[src/rtl/pmd_defines.vh]
// Constants for the power-manager command decoder: address, command codes,
// field positions, reset values and voltage figures in millivolts.
`ifndef PMD_DEFINES_VH
`define PMD_DEFINES_VH

// Address byte: six fixed bits, strap bit, write bit
`define PMD_ADDR_PREFIX      6'h33
`define PMD_WRITE_BIT        1'h0

// Command code field (byte bits 4:2)
`define PMD_CMD_MSB          4
`define PMD_CMD_LSB          2
`define PMD_CMD_OVP          3'h0
`define PMD_CMD_FREQ         3'h1
`define PMD_CMD_DROOP        3'h2
`define PMD_CMD_FLAGS        3'h3
`define PMD_BOOST_BIT        4
`define PMD_SEL_CORE_BIT     3
`define PMD_SEL_UNCORE_BIT   2

// Offset-boost data fields
`define PMD_SIGN_BIT         5
`define PMD_MAG_MSB          4
`define PMD_MAG_LSB          0
`define PMD_OFF_STEP_MV      11'h032
`define PMD_CORE_MAX_MV      13'haf0
`define PMD_UNCORE_MAX_OFF_MV 11'h258
`define PMD_UNC_MAX_CODE     5'h0c
`define PMD_NO_CLAMP_MV      13'h1fff

// Two-bit fields shared by threshold and droop commands
`define PMD_UNC_FLD_MSB      3
`define PMD_UNC_FLD_LSB      2
`define PMD_CORE_FLD_MSB     1
`define PMD_CORE_FLD_LSB     0

// Overvoltage threshold: base, step, uncore cap
`define PMD_OVP_BASE_MV      10'h0fa
`define PMD_OVP_STEP_MV      10'h0c8
`define PMD_OVP_UNC_CAP_MV   10'h28a
`define PMD_OVP_RST          2'h0

// Frequency trim field and ignored codes
`define PMD_FREQ_MSB         2
`define PMD_FREQ_LSB         0
`define PMD_FREQ_IGN_A       3'h3
`define PMD_FREQ_IGN_B       3'h7
`define PMD_FREQ_RST         3'h0

// Droop factor codes
`define PMD_DROOP_QUARTER    2'h0
`define PMD_DROOP_IGNORED    2'h2

// Flags command fields and reset values
`define PMD_SHED_TH_MSB      4
`define PMD_SHED_TH_LSB      3
`define PMD_ACTION_BIT       2
`define PMD_LL_EN_BIT        1
`define PMD_AUTO_BIT         0
`define PMD_SHED_TH_RST      2'h0
`define PMD_ACTION_RST       1'h0
`define PMD_LL_EN_RST        1'h1
`define PMD_AUTO_RST         1'h0

`endif

[src/rtl/pmd_cmd_decoder.v]
// Power-manager command decoder: takes address, command and data bytes from
// the serial engine, executes on stop, holds rail settings.
// Assumes byte, start and stop strobes come from logic on clk_in.
`timescale 1ns/1ps

`include "pmd_defines.vh"

module pmd_cmd_decoder (
	// Clock and reset
	input  wire        clk_in,
	input  wire        rst_n_in,
	// Pins
	input  wire        addr_strap_in,
	input  wire        supply_good_flag_in,
	// Byte stream from serial engine
	input  wire        start_in,
	input  wire        stop_in,
	input  wire        byte_valid_in,
	input  wire [7:0]  byte_in,
	output wire        byte_ack_out,
	// Rail references
	input  wire [11:0] core_voltage_id_reference_in,
	input  wire [11:0] uncore_voltage_id_reference_in,
	// Light-load inputs
	input  wire        cpu_power_save_request_n_in,
	input  wire        light_load_in,
	// Rail targets
	output wire [12:0] core_target_mv_out,
	output wire [12:0] uncore_target_mv_out,
	output wire [13:0] core_ovp_trip_mv_out,
	output wire [13:0] uncore_ovp_trip_mv_out,
	// Settings
	output reg  [1:0]  core_ovp_code_out,
	output reg  [1:0]  uncore_ovp_code_out,
	output reg  [2:0]  freq_trim_code_out,
	output reg  [1:0]  core_droop_factor_out,
	output reg  [1:0]  uncore_droop_factor_out,
	output reg  [1:0]  phase_shed_threshold_out,
	output reg         light_load_action_out,
	output reg         light_load_enable_out,
	output reg         auto_phase_enable_out,
	// Phase shedding and status
	output reg         shed_active_out,
	output reg  [1:0]  shed_phase_count_out,
	output reg         cmd_done_out
);

	localparam S_IDLE = 3'h0;
	localparam S_ADDR = 3'h1;
	localparam S_CMD  = 3'h2;
	localparam S_DATA = 3'h3;
	localparam S_FULL = 3'h4;
	localparam S_SKIP = 3'h5;

	// Reset release and pin synchronisers
	reg         rst_meta_ff;
	reg         rst_sync_ff;
	reg  [1:0]  strap_sync_ff;
	reg  [1:0]  good_sync_ff;
	wire        rst_n;
	wire        strap;
	wire        good;

	// Frame state
	reg  [2:0]  st_ff;
	reg  [2:0]  nxt_st;
	reg  [7:0]  cmd_ff;
	reg  [7:0]  data_ff;
	wire        addr_hit;
	wire        exec;

	// Settings
	reg  [4:0]  core_off_code_ff;
	reg         core_off_neg_ff;
	reg  [4:0]  unc_off_code_ff;
	wire [2:0]  code;
	wire        sel_core;
	wire        sel_unc;
	wire        sign_pos;
	wire [4:0]  mag;
	wire [4:0]  unc_mag;
	wire [10:0] core_off_mv;
	wire [10:0] unc_off_mv;
	wire [9:0]  core_ovp_mv;
	wire [9:0]  unc_ovp_mv_raw;
	wire [9:0]  unc_ovp_mv;
	wire        save_req;
	wire        shed;

	always @(posedge clk_in or negedge rst_n_in) begin
		if (!rst_n_in) begin
			rst_meta_ff <= 1'b0;
			rst_sync_ff <= 1'b0;
		end else begin
			rst_meta_ff <= 1'b1;
			rst_sync_ff <= rst_meta_ff;
		end
	end

	assign rst_n = rst_sync_ff;

	always @(posedge clk_in or negedge rst_n) begin
		if (!rst_n) begin
			strap_sync_ff <= 2'h0;
			good_sync_ff  <= 2'h0;
		end else begin
			strap_sync_ff <= {strap_sync_ff[0], addr_strap_in};
			good_sync_ff  <= {good_sync_ff[0], supply_good_flag_in};
		end
	end

	assign strap = strap_sync_ff[1];
	assign good  = good_sync_ff[1];

	// Address match and acknowledge
	assign addr_hit = (byte_in == {`PMD_ADDR_PREFIX, strap, `PMD_WRITE_BIT});
	assign byte_ack_out = byte_valid_in && !start_in && !stop_in && good &&
		(((st_ff == S_ADDR) && addr_hit) || (st_ff == S_CMD) || (st_ff == S_DATA));
	assign exec = stop_in && !start_in && (st_ff == S_FULL) && good;

	always @* begin
		nxt_st = st_ff;
		if (start_in) begin
			nxt_st = good ? S_ADDR : S_SKIP;
		end else if (stop_in) begin
			nxt_st = S_IDLE;
		end else if (!good) begin
			nxt_st = (st_ff == S_IDLE) ? S_IDLE : S_SKIP;
		end else if (byte_valid_in) begin
			case (st_ff)
				S_ADDR:  nxt_st = addr_hit ? S_CMD : S_SKIP;
				S_CMD:   nxt_st = S_DATA;
				S_DATA:  nxt_st = S_FULL;
				S_FULL:  nxt_st = S_SKIP;
				S_SKIP:  nxt_st = S_SKIP;
				default: nxt_st = S_IDLE;
			endcase
		end
	end

	always @(posedge clk_in or negedge rst_n) begin
		if (!rst_n) begin
			st_ff        <= S_IDLE;
			cmd_ff       <= 8'h00;
			data_ff      <= 8'h00;
			cmd_done_out <= 1'b0;
		end else begin
			st_ff        <= nxt_st;
			cmd_done_out <= exec;
			if (byte_ack_out && (st_ff == S_CMD)) begin
				cmd_ff <= byte_in;
			end
			if (byte_ack_out && (st_ff == S_DATA)) begin
				data_ff <= byte_in;
			end
		end
	end

	// Field extraction
	assign code     = cmd_ff[`PMD_CMD_MSB:`PMD_CMD_LSB];
	assign sel_core = cmd_ff[`PMD_SEL_CORE_BIT];
	assign sel_unc  = cmd_ff[`PMD_SEL_UNCORE_BIT];
	assign sign_pos = data_ff[`PMD_SIGN_BIT];
	assign mag      = data_ff[`PMD_MAG_MSB:`PMD_MAG_LSB];
	assign unc_mag  = ({6'h00, mag} * `PMD_OFF_STEP_MV > `PMD_UNCORE_MAX_OFF_MV) ?
		`PMD_UNC_MAX_CODE : mag;

	// Command execution at stop
	always @(posedge clk_in or negedge rst_n) begin
		if (!rst_n) begin
			core_off_code_ff         <= 5'h00;
			core_off_neg_ff          <= 1'b0;
			unc_off_code_ff          <= 5'h00;
			core_ovp_code_out        <= `PMD_OVP_RST;
			uncore_ovp_code_out      <= `PMD_OVP_RST;
			freq_trim_code_out       <= `PMD_FREQ_RST;
			core_droop_factor_out    <= `PMD_DROOP_QUARTER;
			uncore_droop_factor_out  <= `PMD_DROOP_QUARTER;
			phase_shed_threshold_out <= `PMD_SHED_TH_RST;
			light_load_action_out    <= `PMD_ACTION_RST;
			light_load_enable_out    <= `PMD_LL_EN_RST;
			auto_phase_enable_out    <= `PMD_AUTO_RST;
		end else if (exec) begin
			if (cmd_ff[`PMD_BOOST_BIT]) begin
				if (sel_core) begin
					core_off_code_ff <= mag;
					core_off_neg_ff  <= !sign_pos;
				end
				if (sel_unc && sign_pos) begin
					unc_off_code_ff <= unc_mag;
				end
			end else begin
				case (code)
					`PMD_CMD_OVP: begin
						uncore_ovp_code_out <= data_ff[`PMD_UNC_FLD_MSB:`PMD_UNC_FLD_LSB];
						core_ovp_code_out   <= data_ff[`PMD_CORE_FLD_MSB:`PMD_CORE_FLD_LSB];
					end
					`PMD_CMD_FREQ: begin
						if ((data_ff[`PMD_FREQ_MSB:`PMD_FREQ_LSB] != `PMD_FREQ_IGN_A) &&
							(data_ff[`PMD_FREQ_MSB:`PMD_FREQ_LSB] != `PMD_FREQ_IGN_B)) begin
							freq_trim_code_out <= data_ff[`PMD_FREQ_MSB:`PMD_FREQ_LSB];
						end
					end
					`PMD_CMD_DROOP: begin
						if (data_ff[`PMD_UNC_FLD_MSB:`PMD_UNC_FLD_LSB] != `PMD_DROOP_IGNORED) begin
							uncore_droop_factor_out <= data_ff[`PMD_UNC_FLD_MSB:`PMD_UNC_FLD_LSB];
						end
						if (data_ff[`PMD_CORE_FLD_MSB:`PMD_CORE_FLD_LSB] != `PMD_DROOP_IGNORED) begin
							core_droop_factor_out <= data_ff[`PMD_CORE_FLD_MSB:`PMD_CORE_FLD_LSB];
						end
					end
					`PMD_CMD_FLAGS: begin
						phase_shed_threshold_out <= data_ff[`PMD_SHED_TH_MSB:`PMD_SHED_TH_LSB];
						light_load_action_out    <= data_ff[`PMD_ACTION_BIT];
						light_load_enable_out    <= data_ff[`PMD_LL_EN_BIT];
						auto_phase_enable_out    <= data_ff[`PMD_AUTO_BIT];
					end
					default: begin
						core_off_neg_ff <= core_off_neg_ff;
					end
				endcase
			end
		end
	end

	// Offset and threshold in millivolts
	assign core_off_mv = {6'h00, core_off_code_ff} * `PMD_OFF_STEP_MV;
	assign unc_off_mv  = {6'h00, unc_off_code_ff} * `PMD_OFF_STEP_MV;
	assign core_ovp_mv = `PMD_OVP_BASE_MV + ({8'h00, core_ovp_code_out} * `PMD_OVP_STEP_MV);
	assign unc_ovp_mv_raw = `PMD_OVP_BASE_MV +
		({8'h00, uncore_ovp_code_out} * `PMD_OVP_STEP_MV);
	assign unc_ovp_mv  = (unc_ovp_mv_raw > `PMD_OVP_UNC_CAP_MV) ?
		`PMD_OVP_UNC_CAP_MV : unc_ovp_mv_raw;

	pmd_rail_target u_core (
		.clk_in          (clk_in),
		.rst_n_in        (rst_n),
		.ref_mv_in       (core_voltage_id_reference_in),
		.off_mv_in       (core_off_mv),
		.off_neg_in      (core_off_neg_ff),
		.max_mv_in       (`PMD_CORE_MAX_MV),
		.ovp_mv_in       (core_ovp_mv),
		.target_mv_out   (core_target_mv_out),
		.ovp_trip_mv_out (core_ovp_trip_mv_out)
	);

	pmd_rail_target u_uncore (
		.clk_in          (clk_in),
		.rst_n_in        (rst_n),
		.ref_mv_in       (uncore_voltage_id_reference_in),
		.off_mv_in       (unc_off_mv),
		.off_neg_in      (1'b0),
		.max_mv_in       (`PMD_NO_CLAMP_MV),
		.ovp_mv_in       (unc_ovp_mv),
		.target_mv_out   (uncore_target_mv_out),
		.ovp_trip_mv_out (uncore_ovp_trip_mv_out)
	);

	// Light-load phase shedding on the core rail
	assign save_req = light_load_enable_out && !cpu_power_save_request_n_in;
	assign shed     = save_req || (auto_phase_enable_out && light_load_in);

	always @(posedge clk_in or negedge rst_n) begin
		if (!rst_n) begin
			shed_active_out      <= 1'b0;
			shed_phase_count_out <= 2'h1;
		end else begin
			shed_active_out      <= shed;
			shed_phase_count_out <= light_load_action_out ? 2'h2 : 2'h1;
		end
	end

endmodule // pmd_cmd_decoder

[src/rtl/pmd_rail_target.v]
// Per-rail target: reference plus signed offset, with an upper clamp unless off_neg_in is set, and
// the overvoltage trip level above that target. Same clock as its user.
`timescale 1ns/1ps

`include "pmd_defines.vh"

module pmd_rail_target (
	// Clock and reset
	input  wire        clk_in,
	input  wire        rst_n_in,
	// Settings
	input  wire [11:0] ref_mv_in,
	input  wire [10:0] off_mv_in,
	input  wire        off_neg_in,
	input  wire [12:0] max_mv_in,
	input  wire [9:0]  ovp_mv_in,
	// Results
	output reg  [12:0] target_mv_out,
	output reg  [13:0] ovp_trip_mv_out
);

	wire [12:0] sum_mv;
	wire [12:0] dif_mv;
	reg  [12:0] nxt_target;

	assign sum_mv = {1'b0, ref_mv_in} + {2'h0, off_mv_in};
	assign dif_mv = ({1'b0, ref_mv_in} > {2'h0, off_mv_in}) ?
		({1'b0, ref_mv_in} - {2'h0, off_mv_in}) : 13'h0000;

	always @* begin
		if (off_neg_in) begin
			nxt_target = dif_mv;
		end else if (sum_mv > max_mv_in) begin
			nxt_target = max_mv_in;
		end else begin
			nxt_target = sum_mv;
		end
	end

	always @(posedge clk_in or negedge rst_n_in) begin
		if (!rst_n_in) begin
			target_mv_out   <= 13'h0000;
			ovp_trip_mv_out <= 14'h0000;
		end else begin
			target_mv_out   <= nxt_target;
			ovp_trip_mv_out <= {1'b0, nxt_target} + {4'h0, ovp_mv_in};
		end
	end

endmodule // pmd_rail_target

[config.mk]
export PLATFORM = sky130hd
export DESIGN_NAME = pmd_cmd_decoder
export DESIGN_NICKNAME = d
export VERILOG_FILES = /design/src/rtl/pmd_cmd_decoder.v /design/src/rtl/pmd_rail_target.v
export VERILOG_INCLUDE_DIRS = /design/src /design/src/rtl
export SDC_FILE = /design/constraint.sdc
export NUM_CORES = 1
export LEC_CHECK = 0
export BUFFER_PORTS_ARGS = -buffer_cell sky130_fd_sc_hd__buf_2
export CAP_MARGIN = 25
export CORE_UTILIZATION = 50
export CTS_CLUSTER_DIAMETER = 100
export DETAILED_ROUTE_END_ITERATION = 8
export PLACE_DENSITY = 0.72
export SYNTH_ARGS = -nofsm -noshare
export SYNTH_HDL_FRONTEND = slang
export SYNTH_SLANG_ARGS = --single-unit
[constraint.sdc]
create_clock -name clk_in -period 4 [get_ports clk_in]
set_input_delay 0 -clock clk_in [delete_from_list [all_inputs] [get_ports clk_in]]
set_output_delay 0 -clock clk_in [all_outputs]
set_load 0.05 [all_outputs]
* Word level (Yosys, flattened, before mapping) *
Index checks and enable logic that the tools add are counted.
W data, S select, Z words.

word-level totals
  bits of input ports = 41
  register bits = 105
  word-level logic and storage cells = 104
  output and inout port bits = 75

operators by class
  reduce and logical (&&, ||, !) cells = 31
  $lt $le $gt $ge = 5
  multiplexer cells = 15
  add/subtract/negate cells = 7
  bitwise gates (word level) = 1
  eq/ne operators = 14
  $mul = 5

operators with widths
  kind                     number
  $mux W13                 4
  $mul A5 B5 Y10 const B   3
  $add A13 B10 Y14         2
  $add A12 B11 Y13         2
  $mux W3                  7
  $add A8 B10 Y10 const A  2
  $logic_and A1 B1 Y1      14
  $mul A2 B5 Y7 const B    2
  $gt A13 B12 Y1 const B   1
  $gt A13 B13 Y1 const B   1
  $sub A12 B11 Y13         1
  $eq A3 B2 Y1 const B     4
  $gt A12 B11 Y1           1
  $pmux W3 S4              1
  $reduce_and A3 Y1        4
  $reduce_and A4 Y1        3
  $gt A11 B10 Y1 const B   1
  $gt A10 B10 Y1 const B   1
  $mux W10                 1
  $eq A8 B8 Y1             1
  $eq A3 B1 Y1 const B     2
  $eq A3 B3 Y1 const B     2
  $logic_not A3 Y1         2
  $mux W5                  1
  other kinds (9)          15

* Logic depth before layout (Yosys ltp) *
  word-level depth = 7
  gate-level depth with buffers = 30
  gate-level depth less buffers = 29

* Hierarchy *
Synthesis repeated with hierarchy kept, for this count alone.

unflattened totals
  cell total of the unflattened synthesis = 946
  area, all modules = 9027.4 um^2

modules (own cells, without submodules)
  module                      area an instance (um^2)  cells an instance  times used  seq. area each (um^2)
  pmd_cmd_decoder             3266.9                   288                1           1228.7
  pmd_rail_target (u_core)    2892.8                   335                1           675.6
  pmd_rail_target (u_uncore)  2867.8                   323                1           675.6

* Worst setup path after synthesis *
OpenSTA, ideal clock, no wires.

  path type = flip-flop to flip-flop
  start = reg core_off_code_ff[3]
  end = reg u_core.ovp_trip_mv_out[10]
  path buffers = 1
  arrival time = 5.657 ns
  cell stages (with the launch flop) = 30
  clock period less this slack = 5.783 ns
  required time = 3.874 ns
  setup time = 0.126 ns
  path slack = -1.783 ns
  cell sequence = dfrtp_1 inv_1 ha_1 inv_1 ha_1 ha_1 ha_1 a31o_2 a21o_1 xor2_1 ha_1 buf_4 nor4_1 nand2_1 o32a_1 a21oi_4 or2b_4 nor2_1 a21oi_1 nor2_1 a221o_1 ha_1 a21oi_1 nor2_1 nor2_1 inv_1 or3_1 a31o_1 and3_1 a311o_1

between the ends
  longest elaborated chain between the ends = 6
  elaborated cells between the ends (all ways) = 9
  classes of those cells = 3 x add/sub; 1 x mul; 2 x order compare; 3 x mux

RTL lines
  what                        RTL line               text
  start: declaration          pmd_cmd_decoder.v:73   reg [4:0] core_off_code_ff;
  start signal: assignment    pmd_cmd_decoder.v:186  core_off_code_ff <= mag;
  $mul A5 B5 Y10 (no line) *  --
  $add A12 B11 Y13            pmd_rail_target.v:26   assign sum_mv = {1'b0, ref_mv_in} + {2'h0, off_mv_in};
  $gt A13 B12 Y1              pmd_rail_target.v:33   end else if (sum_mv > max_mv_in) begin
  $mux W13                    pmd_rail_target.v:33
  $mux W13 *                  pmd_rail_target.v:31   if (off_neg_in) begin
  via u_core.nxt_target[4]    pmd_rail_target.v:24   reg [12:0] nxt_target;
  $add A13 B10 Y14 *          pmd_rail_target.v:46   ovp_trip_mv_out <= {1'b0, nxt_target} + {4'h0, ovp_mv_in};
  end signal: assignment      pmd_rail_target.v:46
  end: declaration            pmd_rail_target.v:19   output reg [13:0] ovp_trip_mv_out

The timed path passes the listed nets; every way through them passes the cells marked *.
A chain may end at the register's enable or synchronous reset.

* Final worst setup path *
Same ends and word-level chain as after synthesis.

==> flow_metrics.tcl <==
set metrics [dict create \
    grt_pass1_vias 6375 \
    dr.pass1.iters 4 \
    synth_top_area_share_pct 35.63 \
    cts_made_buffers 9 \
    clockBufferDepth 2 \
    critPathMaxFanout 4 \
    fmax_mhz 182.5 \
    cp-startpoint "core_off_code_ff[3]$_DFFE_PN0P_" \
    ys_seq_elements 101 \
    period_minus_slack_ns 5.479 \
    clock-sinks 101 \
    routed_wirelength_um 18980 \
    htree_num_levels 3 \
    synth.most_common_cell "ha_1" \
    cts_tree "built" \
    die_w_um 119.9 \
    hold-worst-slack_ns 0.002119 \
    dp_slack_ns -1.699 \
    finish.utilization_pct 73.97 \
    synth_edf_count 0 \
    min-delay-start "uncore_voltage_id_reference_in[1]" \
    ys.flop_type "dfrtp_1" \
    drive_gt1_share_pct 41.04 \
    rr_worst_depth 29 \
    fill_cells 945 \
    synth_top_area_cell "dfrtp_1" \
    post-route-period-util_pct 137.0 \
    first_iter_violations 317 \
    io_buffers 115 \
    ys_seq_area_share_pct 36.39 \
    dp_cells 1083 \
    num_rows 42 \
    initial_core_util_pct 51.89 \
    fin_cells 1153 \
    crit_type "register to register" \
    antenna_cells 0 \
    placed_area_sq_mm 0.008603 \
    final_cell_area_sq_mm 0.009912 \
    finalHoldViolations 0 \
    die_y_um 119.9 \
    start_kind "register" \
    clk_latency_ns 0.36 \
    cts_root_buf "clkbuf_16" \
    holdCritPathClass "primary input to register" \
    synth.area.top_cells "dfrtp_1 36%, ha_1 19%, xnor2_1 3.9%" \
    powerDensity_mw_per_mm2 395.1 \
    via_per_inst 5.405 \
    crit_top_cell "ha_4" \
    r2r_start "core_off_code_ff[3]$_DFFE_PN0P_" \
    cp_slowest_stage_delay_ns 0.39 \
    hpwl_um 13810 \
    drc 0 \
    syn-cell-area_sq_mm 0.006953 \
    core_area_sq_mm 0.01340 \
    wl_per_cell_um 16.46 \
    ys_top_cells_by_count "103 x ha_1, 99 x dfrtp_1, 69 x inv_1, 47 x nor2_1, 46 x nand2_1" \
    synth_warnings 0 \
    slew_violations 0 \
    cp_top_family "compound AO/OA/AOI/OAI gates" \
    layout_setup_ws_ns -1.479 \
    ys_types 84 \
    tightest_slew_ns 0.8756 \
    cp_slowest_cell "dfrtp_1" \
    cp-end-kind "register" \
    relSlewSlack_pct 41.63 \
    grt_max_degree 72 \
    ios 116 \
    cp.depth 29 \
    grtUsageTotal_pct 26.27 \
    grt-ovfl-total 0 \
    multi_input_area_sq_mm 0.004658 \
    outcome "finished, violations left" \
    routabilityCongestion 0.8937 \
    final_nets 1122 \
    antenna_found_initial 0 \
    fin_skew_ns 0.01496 \
    seq_area_sq_mm 0.002534 \
    grt_pass1_wl_um 30060 \
    dieArea_sq_mm 0.01438 \
    vdd_drop_max_mv 0.2436 \
    area_delta_synth_final_pct 42.56 \
    maxCapViolCount 0 \
    syn_inst 701 \
    finalSetupViolCount 21 \
    crit_arrival_ns 5.72 \
    p_leak_nw 4.936 \
    vias 6232 \
    cp.required_ns 4.24 \
    grt_setup_unrepaired "true" \
    path_clk_slew_ns 0.08 \
    violations "negative setup slack" \
    hold_depth 2 \
    async_flop_share_pct 100.0 \
    drtAntennaViolNets 0 \
    path_buf_inv 6 \
    syn_area_per_cell_sq_um 9.919 \
]
-- routing by layer --
| metal | track usage (%) | up-vias | part of all wire, % |
|---|---|---|---|
| li1 | - | 2995 | - |
| met1 | 32.82 | 3012 | 42 |
| met2 | 46.23 | 180 | 51 |
| met3 | 3.375 | 45 | 3.9 |
| met4 | 9.375 | 0 | 2.8 |
| met5 | 0 | - | 0 |
-- cell families (layout without fill, tap and decap cells) --
kind of cell / after synthesis / after routing / share of synthesized area [%]
xor+xnor: 48 / 48 / 6.370
compound gates: 165 / 165 / 16.48
simple gates: 169 / 169 / 12.18
fa+ha+maj: 109 / 109 / 20.26
mux: 15 / 15 / 2.411
other cells: 2 / 4 / 0.1080
buf+inv: 92 / 366 / 5.794
flops: 101 / 101 / 36.39
-- state kept, by name, indices dropped and copies added, names as in the netlist, 3 cells and up --
name,flops
u_core.ovp_trip_mv_out,13
unc_off_code_ff,5
st_ff,3
u_uncore.target_mv_out,13
core_off_code_ff,5
u_core.target_mv_out,13
cmd_ff,3
data_ff,6
u_uncore.ovp_trip_mv_out,13
freq_trim_code_out,3
-- where the power goes --
| part | switching [mW] | internal [mW] | leakage, nW |
|---|---|---|---|
| Sequential | 0.0656 | 1.16 | 1.22 |
| Clock | 0.423 | 0.450 | 0.145 |
| Combinational | 1.10 | 0.718 | 3.57 |
-- stage by stage --
step | TNS [ns] | power, mW
after floorplan | -8.341 | 2.341
after global placement | -13.86 | 2.775
after detailed placement | -15.80 | 2.815
after CTS | -11.55 | 3.823
after global routing | -17.68 | 4.101
final | -13.61 | 3.917
-- area by class of cell --
type | instances | area share (%)
clock buffers | 10 | 2.411
repair buffers | 281 | 19.63
well taps | 176 | 2.222
inverters | 69 | 2.663
flip-flops and latches | 101 | 25.56
clock inverters | 6 | 0.5175
multi-input cells | 510 | 47.00
-- timing repair --
action | CTS | global route
setup endpoints to repair | 22 | 26
pin swaps | 34 | 40
hold buffers | 18 | 0
buffers inserted | 26 | 18
endpoints found under the hold margin | 21 | 0
gates resized for setup | 54 | 51
-- placed cells by master (no fill, tap or decap), drive strengths merged, types with 15 or more instances in the layout --
master / n
dlygate4sd3: 18
inv: 72
nand2: 46
buf: 263
a21oi: 44
o21ai: 30
nor2: 48
dfrtp: 99
nor3: 15
xnor2: 33
ha: 103
xor2: 15
-- worst paths after layout --
check	endpoint	slack [ns]
worst max-delay path	u_core.ovp_trip_mv_out[10]$_DFF_PN0_	-1.48
worst min-delay path	u_uncore.target_mv_out[1]$_DFF_PN0_	0.002
worst max register to register	u_core.ovp_trip_mv_out[10]$_DFF_PN0_	-1.48
worst min register to register	good_sync_ff[1]$_DFF_PN0_	0.36
max in group asynchronous	shed_phase_count_out[0]$_DFF_PN1_	2.63
min in group asynchronous	core_off_code_ff[2]$_DFFE_PN0P_	0.43
Note: power is estimated with default switching activity, not from simulation.
